--- config.mk ---
export PLATFORM = sky130hd
export DESIGN_NAME = lrx_top
export DESIGN_NICKNAME = d
export VERILOG_FILES = /design/src/lrx_pkg.sv /design/src/lrx_capture.sv /design/src/lrx_observe_mux.sv /design/src/lrx_top.sv
export VERILOG_INCLUDE_DIRS = /design/src
export SDC_FILE = /design/constraint.sdc
export NUM_CORES = 1
export LEC_CHECK = 0
export BUFFER_PORTS_ARGS = -buffer_cell sky130_fd_sc_hd__buf_4
export CORE_UTILIZATION = 50
export CTS_CLUSTER_DIAMETER = 80
export DETAILED_ROUTE_END_ITERATION = 10
export PLACE_DENSITY = 0.79
export SLEW_MARGIN = 20
export SYNTH_ARGS = -nofsm -noshare
export SYNTH_HDL_FRONTEND = slang
export SYNTH_HIERARCHICAL = 1
export SYNTH_SLANG_ARGS = --single-unit
--- constraint.sdc ---
create_clock -name ref_clk -period 2 [get_ports ref_clk]
set_input_delay 0.4 -clock ref_clk [delete_from_list [all_inputs] [get_ports ref_clk]]
set_output_delay 0.4 -clock ref_clk [all_outputs]
set_load 0.005 [all_outputs]
--- src/lrx_defines.svh ---
`ifndef LRX_DEFINES_SVH
`define LRX_DEFINES_SVH

// register indexes; byte address is four times the index
`define LRX_IDX_PATH_CTRL 8'h0A
`define LRX_IDX_MISC_CTRL 8'h0B
`define LRX_IDX_I_LVL_LO 8'h0C
`define LRX_IDX_I_LVL_HI 8'h0D
`define LRX_IDX_Q_LVL_LO 8'h0E
`define LRX_IDX_Q_LVL_HI 8'h0F
`define LRX_IDX_OBS_LO 8'h10
`define LRX_IDX_OBS_HI 8'h18
`define LRX_IDX_STATUS 8'h19

// input path control fields
`define LRX_BIT_EDGE 0
`define LRX_BIT_LAYOUT 1
`define LRX_BIT_SWAP 2
`define LRX_POS_DE_SEL 4

// misc control fields
`define LRX_POS_MODE 0
`define LRX_POS_Q_SEL 2
`define LRX_POS_I_SEL 4
`define LRX_BIT_SOFT_RST 7

`define LRX_RST_BYTE 8'h00
`define LRX_RST_OBS_HI 2'h0

// rate ratios of the crossing unit
`define LRX_RATIO_X2 4'h2
`define LRX_RATIO_X4 4'h4
`define LRX_RATIO_X8 4'h8

`endif

--- src/lrx_pkg.sv ---
package lrx_pkg;
  typedef enum logic [1:0] {LRX_PH_I = 2'b01, LRX_PH_Q = 2'b10} lrx_phase_t;
  typedef enum logic [1:0] {LRX_SRC_PASS = 2'h0, LRX_SRC_GATED = 2'h1, LRX_SRC_FORCE = 2'h2,
    LRX_SRC_FORCE2 = 2'h3} lrx_src_t;
  typedef enum logic [1:0] {LRX_MODE_X2 = 2'h0, LRX_MODE_X4 = 2'h1, LRX_MODE_X8 = 2'h2,
    LRX_MODE_NONE = 2'h3} lrx_mode_t;
endpackage

--- src/lrx_capture.sv ---
`timescale 1ns/10ps
`default_nettype none
module lrx_capture #(
  parameter int WIDTH = 16
) (
  input wire logic ref_clk,
  input wire logic rst_n,
  input wire logic soft_rst,
  input wire logic input_port_clock,
  input wire logic [WIDTH-1:0] data_a_pin,
  input wire logic [WIDTH-1:0] data_b_pin,
  input wire logic align_a_pin,
  input wire logic align_b_pin,
  input wire logic capture_edge_select,
  input wire logic lane_pair_exchange,
  input wire logic iq_layout_select,
  output logic port_clk_sync,
  output logic align_a,
  output logic align_b,
  output logic [WIDTH-1:0] rx_a,
  output logic [WIDTH-1:0] rx_b,
  output logic [WIDTH-1:0] word_i,
  output logic [WIDTH-1:0] word_q,
  output logic word_valid
);
  // ----------------------------------------
  // two-flop synchronisers
  // ----------------------------------------
  logic [2*WIDTH+2:0] meta;
  logic [2*WIDTH+2:0] sync;
  logic clk_d;
  logic edge_hit;
  always_ff @(posedge ref_clk or negedge rst_n)
  begin
    if (!rst_n)
    begin
      meta <= '0;
      sync <= '0;
      clk_d <= 1'b0;
    end
    else
    begin
      meta <= {input_port_clock, align_a_pin, align_b_pin, data_a_pin, data_b_pin};
      sync <= meta;
      clk_d <= sync[2*WIDTH+2];
    end
  end
  assign port_clk_sync = sync[2*WIDTH+2];
  assign align_a = sync[2*WIDTH+1];
  assign align_b = sync[2*WIDTH];
  // rising or falling edge of the link clock as chosen
  assign edge_hit = capture_edge_select ? (port_clk_sync & ~clk_d) : (~port_clk_sync & clk_d); // [RQ3]

  // ----------------------------------------
  // capture, lane exchange and i/q demux
  // ----------------------------------------
  lrx_pkg::lrx_phase_t phase;
  lrx_pkg::lrx_phase_t next_phase;
  logic [WIDTH-1:0] next_rx_a;
  logic [WIDTH-1:0] next_rx_b;
  logic [WIDTH-1:0] next_word_i;
  logic [WIDTH-1:0] next_word_q;
  logic next_word_valid;
  logic [WIDTH-1:0] lane_a;
  logic [WIDTH-1:0] lane_b;
  always_comb
  begin
    lane_a = lane_pair_exchange ? sync[WIDTH-1:0] : sync[2*WIDTH-1:WIDTH]; // [RQ1]
    lane_b = lane_pair_exchange ? sync[2*WIDTH-1:WIDTH] : sync[WIDTH-1:0]; // [RQ1]
    next_rx_a = rx_a;
    next_rx_b = rx_b;
    next_word_i = word_i;
    next_word_q = word_q;
    next_word_valid = 1'b0;
    next_phase = phase;
    if (soft_rst)
      next_phase = lrx_pkg::LRX_PH_I;
    else if (edge_hit)
    begin
      next_rx_a = lane_a;
      next_rx_b = lane_b;
      if (!iq_layout_select)
      begin
        // folded: i on lane a, q on lane b at once
        next_word_i = lane_a; // [RQ2]
        next_word_q = lane_b; // [RQ2]
        next_word_valid = 1'b1;
        next_phase = lrx_pkg::LRX_PH_I;
      end
      else
      begin
        // interleaved: i then q on successive edges of lane a
        case (phase)
          lrx_pkg::LRX_PH_I:
          begin
            next_word_i = lane_a; // [RQ2]
            next_phase = lrx_pkg::LRX_PH_Q;
          end
          lrx_pkg::LRX_PH_Q:
          begin
            next_word_q = lane_a; // [RQ2]
            next_word_valid = 1'b1;
            next_phase = lrx_pkg::LRX_PH_I;
          end
          default:
            next_phase = lrx_pkg::LRX_PH_I;
        endcase
      end
    end
  end
  always_ff @(posedge ref_clk or negedge rst_n)
  begin
    if (!rst_n)
    begin
      phase <= lrx_pkg::LRX_PH_I;
      rx_a <= '0;
      rx_b <= '0;
      word_i <= '0;
      word_q <= '0;
      word_valid <= 1'b0;
    end
    else
    begin
      phase <= next_phase;
      rx_a <= next_rx_a;
      rx_b <= next_rx_b;
      word_i <= next_word_i;
      word_q <= next_word_q;
      word_valid <= next_word_valid;
    end
  end
endmodule
`default_nettype wire

--- src/lrx_observe_mux.sv ---
`timescale 1ns/10ps
`default_nettype none
module lrx_observe_mux (
  input wire logic [9:0] code,
  input wire logic port_clk,
  input wire logic slow_osc,
  input wire logic [15:0] rx_a,
  input wire logic [15:0] rx_b,
  input wire logic irq,
  output logic pin_value
);
  // ----------------------------------------
  // selection of the observed signal
  // ----------------------------------------
  always_comb
  begin
    pin_value = 1'b0; // [RQ16]
    if (code[9:4] == 6'h10)
      pin_value = rx_a[code[3:0]]; // [RQ10]
    else
    begin
      case (code)
        10'h000: pin_value = port_clk; // [RQ9]
        10'h001: pin_value = slow_osc; // [RQ9]
        10'h20F: pin_value = &rx_b; // [RQ11]
        10'h21F: pin_value = |rx_b; // [RQ11]
        10'h22F: pin_value = &rx_a; // [RQ12]
        10'h23F: pin_value = |rx_a; // [RQ12]
        10'h3C0: pin_value = ~irq; // [RQ13]
        10'h3C1: pin_value = irq; // [RQ13]
        10'h3FE: pin_value = 1'b1; // [RQ14]
        10'h3FF: pin_value = 1'b0; // [RQ14]
        default: pin_value = 1'b0; // [RQ16]
      endcase
    end
  end
endmodule
`default_nettype wire

--- src/lrx_top.sv ---
// How it works
// [RQ1] lane exchange bit swaps received channel a and b paths
// [RQ2] layout bit picks folded (0) or interleaved (1) i/q demux
// [RQ3] capture on falling link clock edge at 0, rising at 1
// [RQ4] writing 1 to misc bit 7 resets the crossing unit; 0 does nothing
// [RQ5] i source: 00 pass, 01 pass when enabled else level, 1x level
// [RQ6] q source behaves the same with the q level
// [RQ7] crossing mode sets ratio x2, x4, x8; code 11 unused
// [RQ8] each 16-bit level built from low byte and next high byte
// [RQ9] observe codes 000 and 001 give port clock and slow oscillator
// [RQ10] code 01 0000 nnnn shows channel a bit nnnn
// [RQ11] codes 20F and 21F show and / or of channel b bits
// [RQ12] codes 22F and 23F show and / or of channel a bits
// [RQ13] codes 3C0 and 3C1 show interrupt low or high active
// [RQ14] code 3FE drives pin high, 3FF drives it low
// [RQ15] data enable source: 00 align a, 01 align b, 10 zero, 11 one
// [RQ16] any other observe code drives the pin low
`timescale 1ns/10ps
`default_nettype none
`include "lrx_defines.svh"
module lrx_top #(
  parameter int WIDTH = 16
) (
  input wire logic ref_clk,
  input wire logic rst_n,
  input wire logic psel,
  input wire logic penable,
  input wire logic pwrite,
  input wire logic [11:0] paddr,
  input wire logic [31:0] pwdata,
  output logic [31:0] prdata,
  output logic pready,
  output logic pslverr,
  input wire logic input_port_clock,
  input wire logic [WIDTH-1:0] data_a_pin,
  input wire logic [WIDTH-1:0] data_b_pin,
  input wire logic align_a_pin,
  input wire logic align_b_pin,
  input wire logic slow_osc_pin,
  input wire logic irq_out,
  output logic [WIDTH-1:0] dsp_i,
  output logic [WIDTH-1:0] dsp_q,
  output logic dsp_strobe,
  output logic observe_pin0
);
  // ----------------------------------------
  // register file
  // ----------------------------------------
  logic [7:0] input_path_control;
  logic [7:0] misc_control;
  logic [7:0] i_constant_level_low;
  logic [7:0] i_constant_level_high;
  logic [7:0] q_constant_level_low;
  logic [7:0] q_constant_level_high;
  logic [7:0] pin0_observe_select;
  logic [1:0] pin0_observe_high;
  logic crossing_soft_reset;
  logic [7:0] next_input_path_control;
  logic [7:0] next_misc_control;
  logic [7:0] next_i_lo;
  logic [7:0] next_i_hi;
  logic [7:0] next_q_lo;
  logic [7:0] next_q_hi;
  logic [7:0] next_obs_lo;
  logic [1:0] next_obs_hi;
  logic next_soft_reset;
  logic [31:0] next_prdata;
  logic next_pready;
  logic next_pslverr;
  logic wr_take;
  logic [9:0] reg_index;
  logic [31:0] rd_value;
  logic rd_hit;
  logic [15:0] i_constant_level;
  logic [15:0] q_constant_level;
  logic [9:0] pin0_observe_code;

  // word address to register index; misaligned addresses go unmapped
  function automatic logic hit(input logic [11:0] addr, input logic [7:0] idx);
    hit = (addr[1:0] == 2'h0) && (addr[11:2] == {2'h0, idx});
  endfunction

  assign reg_index = paddr[11:2];
  assign wr_take = psel & penable & pready & pwrite;
  assign i_constant_level = {i_constant_level_high, i_constant_level_low}; // [RQ8]
  assign q_constant_level = {q_constant_level_high, q_constant_level_low}; // [RQ8]
  assign pin0_observe_code = {pin0_observe_high, pin0_observe_select};

  logic [WIDTH-1:0] rx_a;
  logic [WIDTH-1:0] rx_b;
  logic data_enable;
  logic [3:0] rate_left;

  always_comb
  begin
    rd_hit = 1'b1;
    rd_value = 32'h0000_0000;
    if (hit(paddr, `LRX_IDX_PATH_CTRL))
      rd_value = {24'h000000, input_path_control};
    else if (hit(paddr, `LRX_IDX_MISC_CTRL))
      rd_value = {24'h000000, misc_control};
    else if (hit(paddr, `LRX_IDX_I_LVL_LO))
      rd_value = {24'h000000, i_constant_level_low};
    else if (hit(paddr, `LRX_IDX_I_LVL_HI))
      rd_value = {24'h000000, i_constant_level_high};
    else if (hit(paddr, `LRX_IDX_Q_LVL_LO))
      rd_value = {24'h000000, q_constant_level_low};
    else if (hit(paddr, `LRX_IDX_Q_LVL_HI))
      rd_value = {24'h000000, q_constant_level_high};
    else if (hit(paddr, `LRX_IDX_OBS_LO))
      rd_value = {24'h000000, pin0_observe_select};
    else if (hit(paddr, `LRX_IDX_OBS_HI))
      rd_value = {30'h00000000, pin0_observe_high};
    else if (hit(paddr, `LRX_IDX_STATUS))
      rd_value = {10'h000, rate_left, observe_pin0, data_enable, rx_a};
    else
      rd_hit = 1'b0;
  end

  always_comb
  begin
    next_input_path_control = input_path_control;
    next_misc_control = misc_control;
    next_i_lo = i_constant_level_low;
    next_i_hi = i_constant_level_high;
    next_q_lo = q_constant_level_low;
    next_q_hi = q_constant_level_high;
    next_obs_lo = pin0_observe_select;
    next_obs_hi = pin0_observe_high;
    next_soft_reset = 1'b0;
    // zero-wait slave: ready is raised for the access phase only
    next_pready = psel & ~penable;
    next_prdata = (psel & ~penable & ~pwrite) ? rd_value : 32'h0000_0000;
    next_pslverr = psel & ~penable & ~rd_hit;
    if (wr_take)
    begin
      if (hit(paddr, `LRX_IDX_PATH_CTRL))
        next_input_path_control = pwdata[7:0];
      if (hit(paddr, `LRX_IDX_MISC_CTRL))
      begin
        // reset bit self-clears; a pulse is all the crossing unit needs
        next_misc_control = {1'b0, pwdata[6:0]};
        next_soft_reset = pwdata[`LRX_BIT_SOFT_RST]; // [RQ4]
      end
      if (hit(paddr, `LRX_IDX_I_LVL_LO))
        next_i_lo = pwdata[7:0]; // [RQ8]
      if (hit(paddr, `LRX_IDX_I_LVL_HI))
        next_i_hi = pwdata[7:0]; // [RQ8]
      if (hit(paddr, `LRX_IDX_Q_LVL_LO))
        next_q_lo = pwdata[7:0]; // [RQ8]
      if (hit(paddr, `LRX_IDX_Q_LVL_HI))
        next_q_hi = pwdata[7:0]; // [RQ8]
      if (hit(paddr, `LRX_IDX_OBS_LO))
        next_obs_lo = pwdata[7:0];
      if (hit(paddr, `LRX_IDX_OBS_HI))
        next_obs_hi = pwdata[1:0];
    end
  end

  always_ff @(posedge ref_clk or negedge rst_n)
  begin
    if (!rst_n)
    begin
      input_path_control <= `LRX_RST_BYTE;
      misc_control <= `LRX_RST_BYTE;
      i_constant_level_low <= `LRX_RST_BYTE;
      i_constant_level_high <= `LRX_RST_BYTE;
      q_constant_level_low <= `LRX_RST_BYTE;
      q_constant_level_high <= `LRX_RST_BYTE;
      pin0_observe_select <= `LRX_RST_BYTE;
      pin0_observe_high <= `LRX_RST_OBS_HI;
      crossing_soft_reset <= 1'b0;
      prdata <= 32'h0000_0000;
      pready <= 1'b0;
      pslverr <= 1'b0;
    end
    else
    begin
      input_path_control <= next_input_path_control;
      misc_control <= next_misc_control;
      i_constant_level_low <= next_i_lo;
      i_constant_level_high <= next_i_hi;
      q_constant_level_low <= next_q_lo;
      q_constant_level_high <= next_q_hi;
      pin0_observe_select <= next_obs_lo;
      pin0_observe_high <= next_obs_hi;
      crossing_soft_reset <= next_soft_reset;
      prdata <= next_prdata;
      pready <= next_pready;
      pslverr <= next_pslverr;
    end
  end

  // ----------------------------------------
  // receive capture
  // ----------------------------------------
  logic port_clk_sync;
  logic align_a;
  logic align_b;
  logic [WIDTH-1:0] word_i;
  logic [WIDTH-1:0] word_q;
  logic word_valid;
  lrx_capture #(.WIDTH(WIDTH)) u_capture (
    .ref_clk(ref_clk),
    .rst_n(rst_n),
    .soft_rst(crossing_soft_reset),
    .input_port_clock(input_port_clock),
    .data_a_pin(data_a_pin),
    .data_b_pin(data_b_pin),
    .align_a_pin(align_a_pin),
    .align_b_pin(align_b_pin),
    .capture_edge_select(input_path_control[`LRX_BIT_EDGE]),
    .lane_pair_exchange(input_path_control[`LRX_BIT_SWAP]),
    .iq_layout_select(input_path_control[`LRX_BIT_LAYOUT]),
    .port_clk_sync(port_clk_sync),
    .align_a(align_a),
    .align_b(align_b),
    .rx_a(rx_a),
    .rx_b(rx_b),
    .word_i(word_i),
    .word_q(word_q),
    .word_valid(word_valid)
  );

  // ----------------------------------------
  // crossing unit and level substitution
  // ----------------------------------------
  logic [1:0] de_select;
  logic [1:0] i_source_select;
  logic [1:0] q_source_select;
  logic [1:0] cdi_mode;
  logic [WIDTH-1:0] cdi_i;
  logic [WIDTH-1:0] cdi_q;
  logic [WIDTH-1:0] next_cdi_i;
  logic [WIDTH-1:0] next_cdi_q;
  logic [3:0] next_rate_left;
  logic [WIDTH-1:0] next_dsp_i;
  logic [WIDTH-1:0] next_dsp_q;
  logic next_dsp_strobe;
  logic [3:0] ratio;

  assign de_select = input_path_control[`LRX_POS_DE_SEL +: 2];
  assign i_source_select = misc_control[`LRX_POS_I_SEL +: 2];
  assign q_source_select = misc_control[`LRX_POS_Q_SEL +: 2];
  assign cdi_mode = misc_control[`LRX_POS_MODE +: 2];

  // substituted word for one path; shared by i and q
  function automatic logic [WIDTH-1:0] pick(input logic [1:0] sel, input logic de,
    input logic [WIDTH-1:0] data, input logic [WIDTH-1:0] level);
    case (sel)
      lrx_pkg::LRX_SRC_PASS: pick = data;
      lrx_pkg::LRX_SRC_GATED: pick = de ? data : level;
      default: pick = level;
    endcase
  endfunction

  always_comb
  begin
    case (de_select)
      2'h0: data_enable = align_a; // [RQ15]
      2'h1: data_enable = align_b; // [RQ15]
      2'h2: data_enable = 1'b0; // [RQ15]
      default: data_enable = 1'b1; // [RQ15]
    endcase
    // unused mode code falls back to x2 so the stream never stalls
    case (cdi_mode)
      lrx_pkg::LRX_MODE_X4: ratio = `LRX_RATIO_X4; // [RQ7]
      lrx_pkg::LRX_MODE_X8: ratio = `LRX_RATIO_X8; // [RQ7]
      default: ratio = `LRX_RATIO_X2; // [RQ7]
    endcase
    next_cdi_i = cdi_i;
    next_cdi_q = cdi_q;
    next_rate_left = (rate_left != 4'h0) ? rate_left - 4'h1 : 4'h0;
    if (crossing_soft_reset)
    begin
      next_cdi_i = '0; // [RQ4]
      next_cdi_q = '0; // [RQ4]
      next_rate_left = 4'h0; // [RQ4]
    end
    else if (word_valid)
    begin
      next_cdi_i = word_i;
      next_cdi_q = word_q;
      next_rate_left = ratio; // [RQ7]
    end
    next_dsp_strobe = (rate_left != 4'h0);
    next_dsp_i = pick(i_source_select, data_enable, cdi_i, i_constant_level); // [RQ5]
    next_dsp_q = pick(q_source_select, data_enable, cdi_q, q_constant_level); // [RQ6]
  end

  always_ff @(posedge ref_clk or negedge rst_n)
  begin
    if (!rst_n)
    begin
      cdi_i <= '0;
      cdi_q <= '0;
      rate_left <= 4'h0;
      dsp_i <= '0;
      dsp_q <= '0;
      dsp_strobe <= 1'b0;
    end
    else
    begin
      cdi_i <= next_cdi_i;
      cdi_q <= next_cdi_q;
      rate_left <= next_rate_left;
      dsp_i <= next_dsp_i;
      dsp_q <= next_dsp_q;
      dsp_strobe <= next_dsp_strobe;
    end
  end

  // ----------------------------------------
  // pin 0 observation
  // ----------------------------------------
  logic [1:0] osc_meta;
  logic [1:0] irq_meta;
  logic osc_sync;
  logic irq_sync;
  logic pin_value;
  always_ff @(posedge ref_clk or negedge rst_n)
  begin
    if (!rst_n)
    begin
      osc_meta <= 2'h0;
      irq_meta <= 2'h0;
      observe_pin0 <= 1'b0;
    end
    else
    begin
      osc_meta <= {osc_meta[0], slow_osc_pin};
      irq_meta <= {irq_meta[0], irq_out};
      observe_pin0 <= pin_value;
    end
  end
  assign osc_sync = osc_meta[1];
  assign irq_sync = irq_meta[1];
  lrx_observe_mux u_observe (
    .code(pin0_observe_code),
    .port_clk(port_clk_sync),
    .slow_osc(osc_sync),
    .rx_a(rx_a),
    .rx_b(rx_b),
    .irq(irq_sync),
    .pin_value(pin_value)
  );
endmodule
`default_nettype wire

**Yosys cells after proc, flatten, opt, wreduce, memory -nomap -nowiden**

Index checks and enable logic that the tools add are counted.

- Bits in registers: 304
- Input bits: 86
- Output and inout bits: 68

- Add/sub/neg operators: 1
- Magnitude comparators: 1
- Eq/ne operators: 28
- Muxes and demuxes: 53
- Bitwise logic cells: 15
- Reductions and logical operators: 32

Operators by type and width:

| cell | number |
|---|---|
| $mux 22 | 9 |
| $mux 16 | 12 |
| $eq 10x10->1 const B | 7 |
| $pmux 16 s2 | 2 |
| $eq 10x4->1 const B | 6 |
| $mux 32 | 1 |
| $reduce_and 16->1 | 2 |
| $reduce_or 16->1 | 2 |
| $eq 10x5->1 const B | 3 |
| $mux 1 | 18 |
| $reduce_and 2->1 | 9 |
| $mux 4 | 3 |
| $eq 10x1->1 const B | 1 |
| $eq 2x1->1 const B | 5 |
| $logic_not 10->1 | 1 |
| $logic_and 1x1->1 | 9 |
| $pmux 1 s9 | 1 |
| $and 1x1->1 | 8 |
| $logic_not 2->1 | 4 |
| $mux 2 | 4 |
| $pmux 4 s2 | 1 |
| $not 1->1 | 7 |
| $eq 2x2->1 const B | 3 |
| $eq 6x5->1 const B | 1 |
| 8 further kinds | 11 |

**Depth between registers and ports, before layout**

Gate-level depths: netlist of run 1.

- Depth in word-level cells: 13
- Depth in mapped cells: 7
- Gate-level depth less buffers: 7

**Hierarchy**

The synthesis of run 1 kept the hierarchy.

Modules (own cells, without submodules):

| module | instances | cells an instance | area an instance (sq um) | seq. area each (sq um) |
|---|---|---|---|---|
| lrx_top | 1 | 526 | 6789.0 | 3903.7 |
| lrx_capture | 1 | 297 | 4993.5 | 3454.6 |
| lrx_observe_mux | 1 | 51 | 420.4 | 0.0 |

**Worst setup path after synthesis of run 1**

OpenSTA, ideal clock, no wires.

- Kind: input to register
- From: input paddr[7]
- To: register input_path_control[0]
- Arrival: 1.951 ns
- Data required time: 1.875 ns
- Path slack: -0.075 ns
- Stages on the path: 6
- Buffers on the path: 1
- Path through: or4_1 > buf_2 > nor2_1 > nand3_1 > nor2_4 > mux2_2

- Cells in the longest elaborated chain, start to end: 3

RTL lines:

| element | RTL line | text |
|---|---|---|
| start, declared | lrx_top.sv:29 | `input wire logic [11:0] paddr,` |
| $eq 10x4->1 | lrx_top.sv:80 | `hit = (addr[1:0] == 2'h0) && (addr[11:2] == {2'h0, idx});` |
| $logic_and 1x1->1 | lrx_top.sv:80 |  |
| $reduce_and 2->1 (no source line) | n/a |  |
| end signal, assigned | lrx_top.sv:164 | `` input_path_control <= `LRX_RST_BYTE; `` |
| end signal, assigned | lrx_top.sv:179 | `input_path_control <= next_input_path_control;` |
| end, declared | lrx_top.sv:49 | `logic [7:0] input_path_control;` |

Every way passes these cells.
A chain may end at the register's enable or synchronous reset.

**Final worst setup path of run 1**

- From: register crossing_soft_reset
- To: register u_capture.word_i[4]

- Cells in the longest elaborated chain, start to end: 2

RTL lines:

| element | RTL line | text |
|---|---|---|
| start, declared | lrx_top.sv:57 | `logic crossing_soft_reset;` |
| start signal, assigned | lrx_top.sv:187 | `crossing_soft_reset <= next_soft_reset;` |
| $not 1->1 (no source line) | n/a |  |
| $reduce_and 3->1 (no source line) | n/a |  |
| end signal, assigned | lrx_capture.sv:127 | `word_i <= next_word_i;` |
| end, declared | lrx_capture.sv:22 | `output logic [WIDTH-1:0] word_i,` |

Every way passes these cells.

==> impl.org, run 1 <==
** Run status
- The run finished with clean final reports.

** Yosys
- The netlist uses 73 different library cells.
- Area share of the largest cell type after synthesis :: 0.601
- For this run, the leading register cell type out of synthesis is sky130_fd_sc_hd__dfrtp_1.
- Counting flops with an async set or reset pin after synthesis yields a share of 1.00.
- For this run, the number of Yosys warnings is 6.
- Cell taking the most area after synthesis :: sky130_fd_sc_hd__dfrtp_1
- Yosys instantiated no cell more often than sky130_fd_sc_hd__dfrtp_1.
- Counting instances in the post-synthesis netlist gives the leading cell types as 293 x sky130_fd_sc_hd__dfrtp_1, 145 x sky130_fd_sc_hd__mux2_2, 56 x sky130_fd_sc_hd__mux2i_1.
- Synthesized instance count :: 874
- In this run, synthesis inferred 0 flip-flops with an integrated enable.
- #FFs+latches synth :: 294
- Mean area per synthesized cell :: 14.0 um^2
- The mapped netlist covers 12200 um^2.
- Portion of the post-synthesis area used by sequential elements :: 0.603
- Top cells by area in the synthesized netlist :: sky130_fd_sc_hd__dfrtp_1 60%, sky130_fd_sc_hd__mux2_2 13%, sky130_fd_sc_hd__mux2i_1 4.6%

** GRT
- The first global-routing pass estimated 47300 um of wire.
- Initial antenna violation count :: 0
- Vias in the first global route :: 8397
- Global routing usage summed across all routing layers :: 0.253
- Global route total overflow :: 0
- Entering global routing, the biggest net connects 57 pins.

** Pwr
- Int Pwr :: 12.3 mW
- The share of total power dissipated in sequential elements is 0.474.
- Net Sw Frac :: 0.254
- Across the VDD grid, the largest voltage drop is 0.746 mV.
- Of the total power, combinational logic draws 0.154.
- Overall power of the completed layout :: 16.6 mW
- Summed over all cells, the static leakage comes to 7.20 nW.
- Of the total power, the clock network draws 0.371.
- Sw Pwr :: 4.21 mW
- In this run the power density over the cells is 1070 nW/um^2.

** Worst setup path
- STA classifies the critical path startpoint as a flip-flop.
- In this run the critical register-to-register path is launched from crossing_soft_reset$_DFF_PN0_.
- Endpoint of the lowest-slack register-to-register path :: u_capture/word_i[4]$_DFFE_PN0P_
- Measured in cells, the most critical reg-to-reg path has a length of 5.
- For the worst setup path, the data arrival time is 2.32 ns.
- Data on the critical path is required at its endpoint by 2.44 ns.
- Critical path capture point :: u_capture/word_i[4]$_DFFE_PN0P_
- Setup crit end kind :: flip-flop
- Worst setup startpoint :: crossing_soft_reset$_DFF_PN0_
- Critical setup path kind :: flip-flop to flip-flop
- In this run the register-to-register setup slack is 0.12 ns.
- Along the worst path, the maximum fanout reaches 16.

** Clocking
- Clock buffer depth :: 3
- After clock tree synthesis, the clock-pin slew on the worst setup and hold paths is 0.07 ns.
- Skew-Pair Late Insertion Delay :: 0.57 ns
- In this run the number of H-tree levels came out at 1.
- Clock tree synthesis selected as its root buffer the cell sky130_fd_sc_hd__clkbuf_16.
- For this design, the sink count on the clock tree is 294.
- Clock tree from TritonCTS :: yes
- Buffers inserted during clock tree synthesis total 30.

** Die
- The die covers 25000 um^2.
- Core Region :: 23700 um^2
- Top Ports :: 154
- Number of placement rows :: 56
- DIE HEIGHT :: 158 um
- The initial utilization of the core area, before any placement, comes to 0.515.
- The floorplan step set the die width to 158 um.

** Placed design
- After legalization and detailed placement, the total HPWL measured 21200 um.
- After detailed placement, the total cell area comes to 14000 um^2.
- Routability-driven placement finished with a final weighted congestion of 0.929.
- In this run the tool buffered the top-level ports with 119 buffer cells.

** Timing
- Max-slew violation count :: 0
- The hold violation total from the final report came to 0.
- Relative slew margins :: 0.637
- Transition at the pin with the smallest max-transition slack :: 0.544 ns
- Counting I/O delays and the setup requirement, the final critical path takes 1.88 ns.
- Fraction of the cycle the final worst path needs :: 0.942
- Post-route clock skew :: 0.0182 ns
- Total setup violations reported at the end of the flow :: 0
- RSZ-0062 raised after global routing :: no
- Maximum clock frequency :: 531 MHz

** Drt
- The first detailed-routing pass ran for 5 iterations.
- The detail route stage leaves a number of antenna-violating nets equal to 0.
- The detailed router finished its first iteration with 707 violations.
- Detailed-route wire length per cell :: 21.0 um
- For this block, the routed nets add up to 30300 um of wire.
- After detailed routing, the number of remaining DRC violations is 0.
- Via count :: 8114
- Per-cell via count in the routed design :: 5.63

** Finish
- The area growth from synthesis to layout is 27.0%.
- The layout has 1726 filler cells.
- Share of final-layout standard cells stronger than drive strength 1 :: 0.388
- Share of the core filled with cells :: 0.654
- Once layout is done, the placed cells without fillers occupy 15500 um^2.
- Antenna diode count :: 0
- Count of nets after finishing :: 1189

** Worst hold path
- The startpoint identified for the worst hold timing path is penable.
- Hold Path Class :: primary input to flip-flop

** Run
- The tool flagged a number of max-cap violations equal to 0.
layout by cell type (no fill, tap or decap), types with 5 or more instances in the layout:
master                          Yosys  final
sky130_fd_sc_hd__o21ai_0           28     28
sky130_fd_sc_hd__nand2_1           19     19
sky130_fd_sc_hd__nand4_1           10     10
sky130_fd_sc_hd__and4_1             5      5
sky130_fd_sc_hd__clkbuf_16          0     30
sky130_fd_sc_hd__nor4_1            15     15
sky130_fd_sc_hd__buf_12             1     13
sky130_fd_sc_hd__mux2i_1           56     56
sky130_fd_sc_hd__dlygate4sd3_1      0     38
sky130_fd_sc_hd__clkinvlp_4         0      6
sky130_fd_sc_hd__nor2_1            45     44
sky130_fd_sc_hd__a221oi_1           6      6
sky130_fd_sc_hd__bufinv_16          0      7
sky130_fd_sc_hd__buf_4             11    184
sky130_fd_sc_hd__inv_1             12     12
sky130_fd_sc_hd__nor3_1             8      8
sky130_fd_sc_hd__dfrtp_1          293    292
sky130_fd_sc_hd__mux2_1            10     10
sky130_fd_sc_hd__mux2_2           145    145
sky130_fd_sc_hd__conb_1             1     10
sky130_fd_sc_hd__mux2_4            14     14
sky130_fd_sc_hd__a21oi_1           16     16
sky130_fd_sc_hd__a21o_1             6      6
sky130_fd_sc_hd__nand3_1           26     26
sky130_fd_sc_hd__and3_1            14     14
flip-flops by register name, summed over array words and instances, names as in the netlist, 16 cells and up:
name / cells
u_capture/meta: 35
u_capture/sync: 35
prdata: 22
cdi_i: 16
cdi_q: 16
dsp_i: 16
dsp_q: 16
u_capture/rx_a: 16
u_capture/rx_b: 16
u_capture/word_i: 16
u_capture/word_q: 16
power by group through the flow:
stage | Combinational (mW) | Sequential [mW] | Clock [mW]
global route | 2.83 | 7.98 | 6.49
CTS | 2.57 | 7.85 | 6.23
finish | 2.56 | 7.85 | 6.15
global placement | 2.38 | 7.89 | 0
floorplan | 1.37 | 7.67 | 0
detailed placement | 2.48 | 7.93 | 0
stage by stage:
step / TNS [ns] / hold slack, ns / instances / setup slack [ns]
finish: 0 / 0.0400 / 1442 / 0.117
global route: 0 / 0.0489 / 1442 / 0.0761
CTS: 0 / 0.0278 / 1442 / 0.0206
detailed placement: -8.97 / 0.336 / 1348 / -0.271
global placement: -8.42 / 0.334 / 1348 / -0.270
floorplan: -0.0143 / 0.104 / 883 / -0.0143
cells by family (layout without fill, tap and decap cells):
kind of cell	count (synthesis)	after routing	synth area share
AOI/OAI and AO/OA	92	92	0.0536
adders and majority gates	4	4	0.00410
other	1	10	0.000307
DFF	294	294	0.603
buffers and inverters	64	304	0.0294
and+or+nand+nor	186	186	0.0919
xor gates and xnor gates	4	4	0.00287
muxes	229	229	0.215
per-layer routing:
layer / global-route usage / wire length, um
met1: 0.348 / 13100
met5: 0 / 0
met3: 0.0318 / 1530
met2: 0.416 / 14700
met4: 0.0856 / 927
critical path: stages, from the launching register on:
cell                        delay (ns)
sky130_fd_sc_hd__dfrtp_1          0.39
sky130_fd_sc_hd__buf_4            0.14
sky130_fd_sc_hd__nand4bb_1        0.37
sky130_fd_sc_hd__a22oi_4          0.32
sky130_fd_sc_hd__buf_12           0.19
sky130_fd_sc_hd__mux2_2           0.34
repair_timing:
item                                    4_1_cts  5_1_grt
gates resized for setup                       0        1
buffers inserted                              0        0
endpoints found under the hold margin        84        0
endpoints found under the setup margin        0        7
hold buffers                                 38        0
final cells by class:
cell class	instances	area [um^2]	area share
clock inverters	22	340	0.0220
inverters	12	45.0	0.00291
flip-flops and latches	294	7360	0.475
multi-input cells	525	4530	0.292
clock buffers	34	786	0.0507
well taps	319	399	0.0258
repair buffers	236	2040	0.131
worst min path at each step:
stage | end | slack, ns | cells past startpoint
after detailed placement | u_capture/sync[4]$_DFF_PN0_ | 0.34 | 0
after floorplan | cdi_i[0]$_DFFE_PN0P_ | 0.10 | 0
final | pready$_DFF_PN0_ | 0.04 | 2
after CTS | pready$_DFF_PN0_ | 0.03 | 2
after global routing | pready$_DFF_PN0_ | 0.05 | 2
after global placement | u_capture/sync[28]$_DFF_PN0_ | 0.33 | 0
Power figures use the tool's default switching activity.
==> run 2: changes to the inputs <==
--- a/config.mk
+++ b/config.mk
@@ -10,6 +10,7 @@
 export CORE_UTILIZATION = 50
 export CTS_CLUSTER_DIAMETER = 80
 export DETAILED_ROUTE_END_ITERATION = 10
+export HOLD_SLACK_MARGIN = 0.08
 export PLACE_DENSITY = 0.79
 export SLEW_MARGIN = 20
 export SYNTH_ARGS = -nofsm -noshare
==> impl.org, run 2 (synthesis gave the netlist of run 1 again) <==
** Drt
- The post-route antenna net violation count is 0 (unchanged).
- Post-route DRC :: 0 (unchanged)
- Per-cell via count in the routed design :: 5.59 (was 5.63)
- The total routed wirelength is 30300 um (about the same).
- Number of detailed-routing iterations run before antenna repair :: 6 (was 5)
- The overall via count from detail_route was 8072 (was 8114).
- Number of DRC markers in iteration 0 :: 729 (was 707)
- Detailed-route wire length per cell :: 21.0 um (about the same)

** Finish
- The area of all placed cells without fillers is 15500 um^2 (about the same).
- Count of nets after finishing :: 1190 (was 1189)
- Antenna diode count :: 0 (unchanged)
- Share of final-layout standard cells stronger than drive strength 1 :: 0.388 (about the same)
- Largest registers :: u_capture/meta x35, u_capture/sync x35, prdata x22 (unchanged)
- Most frequent standard cell in the layout excluding fill and tap cells :: sky130_fd_sc_hd__dfrtp_1 (unchanged)
- Commonest non-fill, non-tap cells in the layout: 292 x sky130_fd_sc_hd__dfrtp_1, 184 x sky130_fd_sc_hd__buf_4, 145 x sky130_fd_sc_hd__mux2_2 (unchanged).
- The number of filler cells placed in the layout is 1725 (was 1726).
- The layout overhead on the synthesized area is 27.1% (was 27.0%).
- The core occupancy in the finished layout was 0.655 (was 0.654).

** GRT
- The global routing met2 resource utilization came to 0.416 (about the same).
- Most Crowded Layer GR :: met2 (unchanged)
- The number of antenna violations at the first check in global routing was 0 (unchanged).
- The remaining global-route overflow is 0 (unchanged).
- The maximum number of pins on one net before global-route repair is 57 (unchanged).
- The met3 track demand over resource came to 0.0318 (unchanged).
- Met1 capacity usage during global routing :: 0.348 (about the same)
- Vias in the first global route :: 8407 (was 8397)
- The overall global routing resource usage is 0.253 (about the same).
- The wire length of the first global-routing pass is 47300 um (about the same).

** Clocking
- Clock tree from TritonCTS :: yes (unchanged)
- The number of CTS-inserted buffers was 30 (unchanged).
- The post-CTS repair timing setup buffer count came to 0 (unchanged).
- Number of H-tree branching levels :: 1 (unchanged)
- Clock Sink Count :: 294 (unchanged)
- Clock input transition at the sequential cells of the worst setup and hold paths :: 0.06 ns (was 0.07 ns)
- CTS Root Buffer Type :: sky130_fd_sc_hd__clkbuf_16 (unchanged)
- Skew-Pair Late Insertion Delay :: 0.57 ns (about the same)
- The maximum buffer depth of the clock tree was 3 (unchanged).

** Pwr
- The maximum resistive drop on vdd was 0.746 mV (about the same).
- The power density over the cells came to 1070 nW/um^2 (about the same).
- Overall power of the completed layout :: 16.6 mW (about the same)
- The leakage power of the design came to 7.20 nW (about the same).

** Die
- DIE HEIGHT :: 158 um (unchanged)
- Core Region :: 23700 um^2 (unchanged)
- Top Ports :: 154 (unchanged)
- The number of rows in the core area came to 56 (unchanged).
- The full die area was 25000 um^2 (unchanged).
- The chip width came to 158 um (unchanged).
- Starting density of the core :: 0.515 (unchanged)

** Worst hold path
- Hold Path Class :: primary input to flip-flop (unchanged)

** Worst setup path
- Critical path capture point :: u_capture/word_i[4]$_DFFE_PN0P_ (unchanged)
- The capture instance of the worst register-to-register path was u_capture/word_i[4]$_DFFE_PN0P_ (unchanged).
- WP data arrival :: 2.32 ns (about the same)
- Setup crit end kind :: flip-flop (unchanged)
- Worst R2R Start :: crossing_soft_reset$_DFF_PN0_ (unchanged)
- Register-to-register setup slack :: 0.12 ns (about the same)
- The largest fanout on the critical path came to 16 (unchanged).
- The path depth of the worst reg2reg path was 5 (unchanged).
- The critical path data required time was 2.44 ns (about the same).
- Worst setup startpoint :: crossing_soft_reset$_DFF_PN0_ (unchanged)
- Critical Path Start Type :: flip-flop (unchanged)
- The type of the worst setup path is flip-flop to flip-flop (unchanged).

** Timing
- Transition at the pin with the smallest max-transition slack :: 0.558 ns (was 0.544 ns)
- RSZ-0062 raised after global routing: no (unchanged).
- Hold WS :: 0.146 ns (was 0.0400 ns)
- Total setup violations reported at the end of the flow :: 0 (unchanged)
- Maximum clock frequency :: 531 MHz (about the same)
- The worst-case clock skew was 0.0157 ns (was 0.0182 ns).
- Final sum of negative setup slack :: 0 ns (unchanged)
- Fraction of the cycle the final worst path needs :: 0.941 (was 0.942)
- Max-slew violation count :: 0 (unchanged)
- The hold violation total from the final report was 0 (unchanged).
- The shortest clock period the worst path allows after layout came to 1.88 ns (about the same).
- Relative slew margins :: 0.627 (was 0.637)

** Placed design
- DP Wirelength :: 21200 um (unchanged)
- The placed instance area came to 14000 um^2 (unchanged).
- The number of buffer cells added on primary ports came to 119 (unchanged).
- Last weighted congestion value of the routability-driven placer :: 0.929 (unchanged)

** Run status
- Result of the run: complete, no violations (unchanged).

** Run
- Max-cap viol count :: 0 (unchanged)
run 2: report_power, final:
part           internal [mW]  switching (mW)
clock network           3.76            2.39
logic                   1.46            1.10
registers               7.12           0.729
total                   12.3            4.22
run 2: metrics by stage:
stage                     setup slack [ns]  cells
final                                0.118   1443
after global routing                0.0761   1443
after CTS                           0.0206   1443
after detailed placement            -0.271   1348
after global placement              -0.270   1348
after floorplan                    -0.0143    883
run 2: worst max-delay path, stage by stage (launching register included):
cell                        delay, ns
sky130_fd_sc_hd__dfrtp_1         0.39
sky130_fd_sc_hd__buf_4           0.14
sky130_fd_sc_hd__nand4bb_1       0.36
sky130_fd_sc_hd__a22oi_4         0.32
sky130_fd_sc_hd__buf_12          0.19
sky130_fd_sc_hd__mux2_2          0.34
run 2: what timing repair did:
item | CTS | global route
hold endpoints to repair | 85 | 0
setup endpoints to repair | 0 | 7
resized for setup | 0 | 1
hold buffers | 39 | 0
run 2: worst min path at each step:
stage                                  from                                   end  slack [ns]  depth (start not counted)
3_3_place_gp   u_capture/meta[28]$_DFF_PN0_          u_capture/sync[28]$_DFF_PN0_        0.33                          0
3_5_place_dp    u_capture/meta[4]$_DFF_PN0_           u_capture/sync[4]$_DFF_PN0_        0.34                          0
5_1_grt                           pwdata[7]   q_constant_level_low[7]$_DFFE_PN0P_        0.15                          2
2_1_floorplan                         rst_n                  cdi_i[0]$_DFFE_PN0P_        0.10                          0
6_report                          pwdata[7]  q_constant_level_high[7]$_DFFE_PN0P_        0.15                          2
4_1_cts                           pwdata[7]  q_constant_level_high[7]$_DFFE_PN0P_        0.13                          2
run 2: layout make-up:
class                   count  area, um^2  share of cell area
multi-input cells         525        4530               0.292
repair buffers            237        2050               0.132
flip-flops and latches    294        7360               0.475
clock inverters            22         340              0.0219
inverters                  12        45.0             0.00290
well taps                 319         399              0.0257
clock buffers              34         786              0.0507
run 2: metal layers:
layer | vias up | part of all wire | wire length [um]
li1 | 3633 | - | -
met1 | 4106 | 0.43 | 13100
met2 | 268 | 0.49 | 14700
met3 | 65 | 0.049 | 1470
met4 | 0 | 0.031 | 937
met5 | - | 0 | 0
==> run 3: changes to the inputs <==
--- a/config.mk
+++ b/config.mk
@@ -11,7 +11,7 @@
 export CTS_CLUSTER_DIAMETER = 80
 export DETAILED_ROUTE_END_ITERATION = 10
 export HOLD_SLACK_MARGIN = 0.08
-export PLACE_DENSITY = 0.79
+export PLACE_DENSITY_LB_ADDON = 0.25
 export SLEW_MARGIN = 20
 export SYNTH_ARGS = -nofsm -noshare
 export SYNTH_HDL_FRONTEND = slang
==> impl.org, run 3 (synthesis gave the netlist of run 1 again) <==
** Die
- Top Ports :: 154 (unchanged)
- DIE WIDTH :: 158 um (unchanged)
- The initial cell density of the core was 0.515 (unchanged).
- The vertical die dimension is 158 um (unchanged).
- The number of rows in the core area came to 56 (unchanged).
- Core Region :: 23700 um^2 (unchanged)
- The full die area was 25000 um^2 (unchanged).

** Timing
- The share of the clock period used by the worst path after layout came to 0.946 (was 0.941).
- Total setup violations reported at the end of the flow :: 0 (unchanged)
- RSZ-0062 raised after global routing :: no (unchanged)
- The shortest clock period the worst path allows after layout is 1.89 ns (was 1.88 ns).
- The hold violation total from the final report was 0 (unchanged).
- The total negative setup slack was 0 ns (unchanged).
- Post-route clock skew :: 0.00984 ns (was 0.0157 ns)
- The highest clock frequency the design can meet is 528 MHz (was 531 MHz).
- Max-slew violation count :: 0 (unchanged)

** GRT
- Global route total overflow :: 0 (unchanged)
- The maximum number of pins on one net before global-route repair came to 56 (was 57).
- First-pass GRT wire length :: 46400 um (was 47300 um)
- Vias in the first global route :: 8044 (was 8407)
- The overall global routing resource usage was 0.248 (was 0.253).
- Initial antenna violation count :: 0 (unchanged)

** Worst setup path
- The reg-to-reg startpoint was u_capture/sync[34]$_DFF_PN0_ (was crossing_soft_reset$_DFF_PN0_).
- The endpoint class of the critical path was a flip-flop (unchanged).
- Worst setup startpoint :: u_capture/sync[34]$_DFF_PN0_ (was crossing_soft_reset$_DFF_PN0_)
- The capture instance of the worst register-to-register path is u_capture/word_i[3]$_DFFE_PN0P_ (was u_capture/word_i[4]$_DFFE_PN0P_).
- Critical path data required time :: 2.44 ns (about the same)
- The endpoint of the most critical setup path is u_capture/word_i[3]$_DFFE_PN0P_ (was u_capture/word_i[4]$_DFFE_PN0P_).
- The endpoint arrival time on the critical path came to 2.33 ns (was 2.32 ns).
- Critical-path maximum fanout :: 15 (was 16)
- The slack of the worst reg-to-reg path came to 0.11 ns (was 0.12 ns).
- Critical setup path kind :: flip-flop to flip-flop (unchanged)
- The path depth of the worst reg2reg path is 4 (was 5).
- The kind of start point of the critical path is a flip-flop (unchanged).

** Drt
- The iteration count of the initial detailed-routing pass is 7 (was 6).
- Post-route DRC :: 0 (unchanged)
- The starting DRC count in detailed routing came to 591 (was 729).
- The post-route antenna net violation count came to 0 (unchanged).
- Routed WL :: 29900 um (was 30300 um)
- The routed wirelength normalized by instance count was 20.8 um (was 21.0 um).
- The ratio of routed vias to standard cells is 5.56 (was 5.59).
- Via count :: 7992 (was 8072)

** Finish
- Share of final-layout standard cells stronger than drive strength 1 :: 0.382 (was 0.388)
- Summed area of non-filler cells in the final layout :: 15400 um^2 (was 15500 um^2)
- Antenna diode count :: 0 (unchanged)
- The layout overhead on the synthesized area came to 26.1% (was 27.1%).
- Most frequent standard cell in the layout excluding fill and tap cells :: sky130_fd_sc_hd__dfrtp_1 (unchanged)
- The number of filler cells placed in the layout was 1793 (was 1725).
- Commonest non-fill, non-tap cells in the layout: 292 x sky130_fd_sc_hd__dfrtp_1, 181 x sky130_fd_sc_hd__buf_4, 145 x sky130_fd_sc_hd__mux2_2 (was 292 x sky130_fd_sc_hd__dfrtp_1, 184 x sky130_fd_sc_hd__buf_4, 145 x sky130_fd_sc_hd__mux2_2).
- Post-route insts no fill :: 1438 (was 1443)
- Largest registers: u_capture/meta x35, u_capture/sync x35, prdata x22 (unchanged).
- Count of nets after finishing :: 1187 (was 1190)

** Clocking
- Skew-Pair Late Insertion Delay :: 0.56 ns (was 0.57 ns)
- Number of CTS-inserted buffers :: 29 (was 30)
- Number of H-tree branching levels :: 1 (unchanged)
- The clock-pin transition on the worst setup and hold timing paths came to 0.07 ns (was 0.06 ns).
- The cell chosen for the clock root was sky130_fd_sc_hd__clkbuf_16 (unchanged).
- Clock buffer depth :: 3 (unchanged)
- The CTS tree is yes (unchanged).
- Clock Sink Count :: 294 (unchanged)

** Run
- Max-cap viol count :: 0 (unchanged)

** Pwr
- The power density over the cells is 1040 nW/um^2 (was 1070 nW/um^2).
- Static leakage :: 7.16 nW (was 7.20 nW)
- Peak VDD IR :: 0.793 mV (was 0.746 mV)
- The overall power is 16.0 mW (was 16.6 mW).

** Placed design
- The post-DP HPWL was 21000 um (was 21200 um).
- Last weighted congestion value of the routability-driven placer :: 0.937 (was 0.929)
- Cell count after placement :: 1347 (was 1348)
- Dpl cell area :: 14000 um^2 (about the same)
- The number of buffer cells added on primary ports came to 119 (unchanged).

** Run status
- Result of the run: complete, no violations (unchanged).

** Worst hold path
- Hold Path Class :: primary input to flip-flop (unchanged)
## run 3: worst min-delay path by stage
| stage | slack [ns] | to | cells past startpoint | startpoint |
|---|---|---|---|---|
| 3_5_place_dp | 0.33 | irq_meta[1]$_DFF_PN0_ | 0 | irq_meta[0]$_DFF_PN0_ |
| 2_1_floorplan | 0.10 | cdi_i[0]$_DFFE_PN0P_ | 0 | rst_n |
| 6_report | 0.15 | misc_control[0]$_DFFE_PN0P_ | 3 | pwdata[0] |
| 3_3_place_gp | 0.33 | osc_meta[1]$_DFF_PN0_ | 0 | osc_meta[0]$_DFF_PN0_ |
| 4_1_cts | 0.13 | misc_control[0]$_DFFE_PN0P_ | 3 | pwdata[0] |
| 5_1_grt | 0.16 | misc_control[1]$_DFFE_PN0P_ | 3 | pwdata[1] |
## run 3: where the power goes
part	switching, mW	total [mW]	internal, mW
clock	2.28	5.63	3.35
combinational	1.07	2.54	1.48
sequential	0.694	7.81	7.12
## run 3: repair_timing
item | in CTS | in global routing
hold buffers | 38 | 0
setup buffers | 0 | 0
gates resized for setup | 1 | 0
endpoints found under the setup margin | 8 | 0
hold endpoints to repair | 82 | 0
## run 3: critical path: stages, from the launching register on
cell	delay [ns]
sky130_fd_sc_hd__dfrtp_1	0.40
sky130_fd_sc_hd__or4b_4	0.59
sky130_fd_sc_hd__a22oi_4	0.24
sky130_fd_sc_hd__buf_12	0.19
sky130_fd_sc_hd__mux2_2	0.35
## run 3: routing by layer
layer / wire, um / vias to the layer above / track usage
met5: 0 / - / 0
met4: 981 / 0 / 0.0888
met3: 1450 / 62 / 0.0293
met2: 14300 / 239 / 0.401
met1: 13200 / 4056 / 0.345
li1: - / 3635 / -
## run 3: through the flow
stage	hold WS, ns	setup WS, ns	util
final	0.155	0.108	0.650
after CTS	0.129	0.0974	0.650
after floorplan	0.104	-0.0143	-
after detailed placement	0.335	-0.327	0.591
after global routing	0.158	0.00669	0.650
after global placement	0.334	-0.303	0.591
## run 3: layout make-up
type | count | area, um^2 | area share
clock buffers | 40 | 807 | 0.0525
clock inverters | 13 | 191 | 0.0124
inverters | 12 | 45.0 | 0.00293
multi-input cells | 525 | 4530 | 0.294
flip-flops and latches | 294 | 7360 | 0.478
well taps | 319 | 399 | 0.0259
repair buffers | 235 | 2050 | 0.134
